**config.mk**
```make
export PLATFORM = sky130hd
export DESIGN_NAME = vectored_interrupt_collector
export DESIGN_NICKNAME = d
export VERILOG_FILES = /design/src/hdl/interrupt_collector_pkg.sv /design/src/hdl/vectored_interrupt_collector.sv
export VERILOG_INCLUDE_DIRS = /design/src /design/src/hdl
export SDC_FILE = /design/constraint.sdc
export NUM_CORES = 1
export LEC_CHECK = 0
export BUFFER_PORTS_ARGS = -buffer_cell sky130_fd_sc_hd__buf_2
export CAP_MARGIN = 15
export CORE_AREA = 5 5 251 253
export DETAILED_ROUTE_END_ITERATION = 12
export DIE_AREA = 0 0 256 258
export MAX_ROUTING_LAYER = met4
export PLACE_DENSITY = 0.68
export SLEW_MARGIN = 20
export SYNTH_ARGS = -nofsm -noshare
export SYNTH_HDL_FRONTEND = slang
export SYNTH_SLANG_ARGS = --single-unit
```
**constraint.sdc**
```tcl
create_clock -name clk -period 27.7 [get_ports clk]
set_input_delay 6.925 -clock clk [delete_from_list [all_inputs] [get_ports clk]]
set_output_delay 6.925 -clock clk [all_outputs]
set_load 0.05 [all_outputs]
```
**src/hdl/interrupt_collector_defines.svh**
```systemverilog
`ifndef INTERRUPT_COLLECTOR_DEFINES_SVH
`define INTERRUPT_COLLECTOR_DEFINES_SVH

// ****************************************
// sizes
// ****************************************
`define SOURCE_COUNT 64
`define SOURCE_INDEX_WIDTH 6
`define LEVEL_WIDTH 4
`define WORD_WIDTH 32
`define PRIORITY_WORDS 8
`define LEVELS_PER_WORD 8
`define CANDIDATE_WIDTH 11
`define CANDIDATE_VALID_BIT 10
`define CANDIDATE_SOURCE_LSB 4
`define TREE_PASSES 6

// ****************************************
// reset values
// ****************************************
`define PENDING_RESET 64'h0000_0000_0000_0000
`define SOURCE_RESET 6'h00
`define LEVEL_RESET 4'h0
`define CANDIDATE_RESET 11'h000

`endif

```
**src/hdl/interrupt_collector_pkg.sv**
```systemverilog
`include "interrupt_collector_defines.svh"

package interrupt_collector_pkg;

  typedef logic [`SOURCE_COUNT-1:0] source_vec_type;
  typedef logic [`LEVEL_WIDTH-1:0] level_type;
  typedef logic [`SOURCE_INDEX_WIDTH-1:0] source_index_type;

  typedef struct packed {
    source_vec_type syncFirst;
    source_vec_type syncSecond;
    source_vec_type normalPending;
    source_vec_type fastPending;
    logic highestValid;
    source_index_type highestSource;
    level_type highestLevel;
    logic normalIrq;
    logic fastIrq;
  } state_type;

endpackage

```
**src/hdl/vectored_interrupt_collector.sv**
```systemverilog
`timescale 1ns/1ps
`include "interrupt_collector_defines.svh"

module vectored_interrupt_collector
  import interrupt_collector_pkg::*;
(
  input wire logic clk,
  input wire logic reset,
  input wire logic [`SOURCE_COUNT-1:0] requestLines,
  input wire logic [`SOURCE_COUNT-1:0] sourceEnable,
  input wire logic [`SOURCE_COUNT-1:0] fastSelect,
  input wire logic [`SOURCE_COUNT-1:0] forceRequest,
  input wire logic [`PRIORITY_WORDS-1:0][`WORD_WIDTH-1:0] priorityWords,
  input wire logic [`LEVEL_WIDTH-1:0] priorityMask,
  input wire logic normalDisable,
  input wire logic fastDisable,
  output logic [`WORD_WIDTH-1:0] normalPendingHigh,
  output logic [`WORD_WIDTH-1:0] normalPendingLow,
  output logic [`WORD_WIDTH-1:0] fastPendingHigh,
  output logic [`WORD_WIDTH-1:0] fastPendingLow,
  output logic highestValid,
  output logic [`SOURCE_INDEX_WIDTH-1:0] highestSource,
  output logic [`LEVEL_WIDTH-1:0] highestLevel,
  output logic normalIrq,
  output logic fastIrq
);

  // ****************************************
  // helpers
  // ****************************************
  // level of one source: eight nibbles to each priority word
  function automatic level_type levelOf(
    input logic [`PRIORITY_WORDS-1:0][`WORD_WIDTH-1:0] words,
    input int idx
  );
    logic [`WORD_WIDTH-1:0] w;
    w = words[idx / `LEVELS_PER_WORD];
    levelOf = w[(idx % `LEVELS_PER_WORD) * `LEVEL_WIDTH +: `LEVEL_WIDTH];
  endfunction

  function automatic logic [`WORD_WIDTH-1:0] upperHalf(
    input source_vec_type vec
  );
    upperHalf = vec[`SOURCE_COUNT-1:`WORD_WIDTH];
  endfunction

  function automatic logic [`WORD_WIDTH-1:0] lowerHalf(
    input source_vec_type vec
  );
    lowerHalf = vec[`WORD_WIDTH-1:0];
  endfunction

  // a requesting source lands in exactly one of the two pending sets; any other source lands in neither
  function automatic source_vec_type routeOf(
    input source_vec_type requesting,
    input source_vec_type select,
    input logic wantFast
  );
    if (wantFast) begin
      routeOf = requesting & select;
    end else begin
      routeOf = requesting & ~select;
    end
  endfunction

  // the global block overrides every per-source enable
  function automatic logic raiseOf(
    input source_vec_type vec,
    input logic blocked
  );
    raiseOf = (|vec) && !blocked;
  endfunction

  // level 0 never beats any mask; software keeps that level for parked sources
  function automatic source_vec_type eligibleOf(
    input source_vec_type pending,
    input logic [`PRIORITY_WORDS-1:0][`WORD_WIDTH-1:0] words,
    input level_type mask
  );
    source_vec_type result;
    result = '0;
    for (int k = 0; k < `SOURCE_COUNT; k++) begin
      result[k] = pending[k] && (levelOf(words, k) > mask);
    end
    eligibleOf = result;
  endfunction

  // candidate word: valid flag, source number, level
  function automatic logic [`CANDIDATE_WIDTH-1:0] candidateOf(
    input logic valid,
    input int idx,
    input level_type lvl
  );
    logic [`SOURCE_INDEX_WIDTH-1:0] src;
    src = idx[`SOURCE_INDEX_WIDTH-1:0];
    if (valid) begin
      candidateOf = {1'h1, src, lvl};
    end else begin
      candidateOf = `CANDIDATE_RESET;
    end
  endfunction

  function automatic level_type levelField(
    input logic [`CANDIDATE_WIDTH-1:0] cand
  );
    levelField = cand[`LEVEL_WIDTH-1:0];
  endfunction

  function automatic source_index_type sourceField(
    input logic [`CANDIDATE_WIDTH-1:0] cand
  );
    sourceField = cand[`CANDIDATE_SOURCE_LSB +: `SOURCE_INDEX_WIDTH];
  endfunction

  // upper always holds the higher source numbers, so it takes a tie
  function automatic logic [`CANDIDATE_WIDTH-1:0] mergeOf(
    input logic [`CANDIDATE_WIDTH-1:0] lower,
    input logic [`CANDIDATE_WIDTH-1:0] upper
  );
    logic upperWins;
    upperWins = upper[`CANDIDATE_VALID_BIT]
      && (!lower[`CANDIDATE_VALID_BIT] || (levelField(upper) >= levelField(lower)));
    if (upperWins) begin
      mergeOf = upper;
    end else begin
      mergeOf = lower;
    end
  endfunction

  // six-level tree instead of a 64-deep compare chain, to keep the path short
  function automatic logic [`CANDIDATE_WIDTH-1:0] highestOf(
    input source_vec_type eligible,
    input logic [`PRIORITY_WORDS-1:0][`WORD_WIDTH-1:0] words
  );
    logic [`CANDIDATE_WIDTH-1:0] node [`SOURCE_COUNT];
    for (int k = 0; k < `SOURCE_COUNT; k++) begin
      node[k] = candidateOf(eligible[k], k, levelOf(words, k));
    end
    // each pass halves the field; node k is written only after 2k and 2k+1 are read
    for (int stage = 0; stage < `TREE_PASSES; stage++) begin
      for (int k = 0; k < `SOURCE_COUNT / 2; k++) begin
        if (k < (`SOURCE_COUNT >> (stage + 1))) begin
          node[k] = mergeOf(node[2 * k], node[2 * k + 1]);
        end
      end
    end
    highestOf = node[0];
  endfunction

  // ****************************************
  // state
  // ****************************************
  state_type state_r;
  state_type state_nxt;

  // ****************************************
  // next state
  // ****************************************
  always_comb begin
    source_vec_type requesting;
    source_vec_type normalEligible;
    logic [`CANDIDATE_WIDTH-1:0] winner;
    requesting = '0;
    normalEligible = '0;
    winner = `CANDIDATE_RESET;
    state_nxt = state_r;
    // pins are asynchronous, so two flops before use
    state_nxt.syncFirst = requestLines;
    state_nxt.syncSecond = state_r.syncFirst;
    // forced bits join the synchronised lines, gated by the enables
    requesting = (state_r.syncSecond | forceRequest) & sourceEnable;
    state_nxt.normalPending = routeOf(requesting, fastSelect, 1'h0);
    state_nxt.fastPending = routeOf(requesting, fastSelect, 1'h1);
    normalEligible = eligibleOf(state_nxt.normalPending, priorityWords, priorityMask);
    winner = highestOf(normalEligible, priorityWords);
    state_nxt.highestValid = winner[`CANDIDATE_VALID_BIT];
    state_nxt.highestSource = sourceField(winner);
    state_nxt.highestLevel = levelField(winner);
    state_nxt.normalIrq = raiseOf(normalEligible, normalDisable);
    state_nxt.fastIrq = raiseOf(state_nxt.fastPending, fastDisable);
  end

  // ****************************************
  // registers
  // ****************************************
  always_ff @(posedge clk) begin
    if (reset) begin
      state_r.syncFirst <= `PENDING_RESET;
      state_r.syncSecond <= `PENDING_RESET;
      state_r.normalPending <= `PENDING_RESET;
      state_r.fastPending <= `PENDING_RESET;
      state_r.highestValid <= 1'h0;
      state_r.highestSource <= `SOURCE_RESET;
      state_r.highestLevel <= `LEVEL_RESET;
      state_r.normalIrq <= 1'h0;
      state_r.fastIrq <= 1'h0;
    end else begin
      state_r <= state_nxt;
    end
  end

  // ****************************************
  // outputs
  // ****************************************
  assign normalPendingHigh = upperHalf(state_r.normalPending);
  assign normalPendingLow = lowerHalf(state_r.normalPending);
  assign fastPendingHigh = upperHalf(state_r.fastPending);
  assign fastPendingLow = lowerHalf(state_r.fastPending);
  assign highestValid = state_r.highestValid;
  assign highestSource = state_r.highestSource;
  assign highestLevel = state_r.highestLevel;
  assign normalIrq = state_r.normalIrq;
  assign fastIrq = state_r.fastIrq;

endmodule
```
==> impl_results.md <==
* Hold path cells at 1
* Post-cts resize count at 0
* Max Root-Sink Buffers at 3
* Proportion of netlist area held by the largest area contributor at 0.239
* I/O Buffers at 660
* Synthesized net count at 4184
* Worst slew pin tran at 1080 ps
* Asr flop ratio synth at 0
* Initial Util at 0.437
* Routed wire length at 98200 µm
* Crit path max fanout at 34
* First DRT Iteration DRCs at 1725
* H-tree Lvls at 1
* Global-route wire length before repair at 145000 µm
* Chip Width at 256 µm
* Synth top area cells: ha_1 24%, dfxtp_1 20%, nor2b_1 4.6%, a21oi_1 4.0%, buf_4 3.9%
* Cell count after synthesis at 3156
* Worst reg2reg path depth at 51
* Most frequent cells after synthesis: 508 x ha_1, 269 x dfxtp_1, 239 x inv_1
* CP required at 28170 ps
* # rows at 91
* Fin. Hold Viols at 0
* Clock Latency Late Sink at 620 ps
* Vias in the first global route at 25000
* Min Tclk post-route at 19140 ps
* Root buf cell: clkbuf_16
* Antenna viol nets, final at 0
* Final GP Congestion at 0.957
* Seq/Total Area, Yosys at 0.203
* Pwr dens at 43.8 mW/mm²
* CTS Sinks at 269
* Largest net degree at the start of global routing at 103
* Final period util at 0.691
* Placed Instances at 4443
* Grt total ovfl at 0
* Hold Path Class: flip-flop to flip-flop
* Fin cells at 4525
* CTS tree: yes
* Max-Cap Viols at 0
* Classification of the worst setup path: input port to flip-flop
* Crit path DAT at 19610 ps
* Fmax at 0.0522 GHz
* Distinct cells, synth at 89
* Pins Over Slew Limit at 0
* Via density at 5.74
* CP dominant cell by count: a21o_1
* YS warnings at 0
* # DRC at 0
* CTS Buf Count at 31
* Setup TNS at 0 ps
* Final HPWL DP at 81500 µm
* Syn Std Cell Area at 0.0266 mm²
* Power Total at 1.36 mW
* Post-CTS Setup Inserts at 0
* RSZ-0062 raised after global routing: no
* Layout area overhead at 16.4%
* DR pass1 iterations at 7
* Wirelength per Cell at 21.7 µm
* Clock skew at 27.8 ps
* Share of layout cells above drive strength 1 at 0.227
* Most numerous cell in the Yosys netlist: ha_1
* CP endpoint kind: flip-flop
* Antenna violations before repair at 25
* Avg Cell Area, Syn at 8.42 µm²
* Rel. slew slack at 0.275
* Yosys reg bits at 269
* Die H at 258 µm
* Status: finished clean
* Area leader, netlist: ha_1
* Worst-path clk slew at 70 ps
* CP startpoint kind: input port
* Vias at 26000
* Peak VDD IR at 0.0465 mV
* Final setup fails at 0
* Tot GR Track Use at 0.285
* CP max-delay cell: a211oi_1
* Post-CTS Hold Fix Bufs at 0
* Post-synth top flop: dfxtp_1
* Core box area at 0.0608 mm²
* Static Leak at 14.8 nW
* Post-synth EDFFs at 0
* CP max stage delay at 750 ps
* Die area at 0.0660 mm²
* # IOs at 661
* Nets at 4714
## sequential cells by signal (all words and copies together), names as in the netlist
| signal | cells |
|---|---|
| fastPendingLow | 32 |
| state_nxt | 64 |
| highestSource | 6 |
| state_r | 64 |
| fastIrq | 1 |
| normalIrq | 1 |
| fastPendingHigh | 32 |
| normalPendingLow | 32 |
| highestLevel | 4 |
| normalPendingHigh | 32 |
| highestValid | 1 |
## layer usage
metal	GRT usage	wire, µm	vias to the layer above
li1	-	-	12700
met1	0.351	42000	12200
met2	0.487	47100	990
met3	0.0435	6190	163
met4	0.0829	2970	0
met5	-	0	-
## area by class of cell
class / count / area (µm²)
Timing Repair Buffer: 686 / 3510
Tap cell: 790 / 988
Multi-Input combinational cell: 2459 / 19000
Inverter: 239 / 900
Clock buffer: 40 / 860
Fill cell: 5870 / 29900
Clock inverter: 16 / 190
Sequential cell: 269 / 5390
Antenna cell: 26 / 65.1
## where the power goes
| part | leakage (nW) | total, mW | internal (mW) | switching [mW] |
|---|---|---|---|---|
| registers | 2.21 | 0.416 | 0.407 | 0.00868 |
| clock network | 0.501 | 0.433 | 0.248 | 0.185 |
| logic | 12.1 | 0.507 | 0.194 | 0.313 |
| total | 14.8 | 1.36 | 0.849 | 0.506 |
## kinds of logic after synthesis
logic type	synth area share
adders and majority gates	0.239
AOI/OAI and AO/OA	0.266
buffers and inverters	0.0810
DFF	0.203
muxes	0.0231
and+or+nand+nor	0.188
## worst paths after layout
kind,startpoint,to,slack [ps]
max reg2reg,state_r[180],highestLevel[2],15860
min reg2reg,state_nxt[187],state_r[187],430
max,priorityMask[2],highestLevel[2],8560
min,state_nxt[187],state_r[187],430
## cells in the final DEF, fill, tap and decap left out, types with 59 or more instances in the layout
| master | n |
|---|---|
| buf_2 | 658 |
| ha_1 | 508 |
| dfxtp_1 | 269 |
| inv_1 | 236 |
| a21oi_1 | 215 |
| nand2_1 | 204 |
| nor2b_1 | 195 |
| a22oi_1 | 115 |
| and2_1 | 107 |
| o21ai_0 | 102 |
| nor2_1 | 90 |
| nor3_1 | 89 |
| nand2b_1 | 76 |
| o22ai_1 | 73 |
| a21o_1 | 59 |
## per-stage QoR
step	hold slack [ps]	instance area (µm²)	utilization	setup WS [ps]
after global routing	446	30900	0.509	7560
after global placement	415	29800	0.491	8230
after CTS	432	30900	0.508	8740
after detailed placement	420	29800	0.491	8120
final	427	30900	0.509	8560
after floorplan	414	26600	-	9890
## critical path: cells and delay by family
kind	cells	cell delay, ps
simple gates	14	2160
compound gates	25	5800
mux	3	1070
buf+inv	7	1510
fa+ha+maj	7	2080
Power figures use the tool's default switching activity.
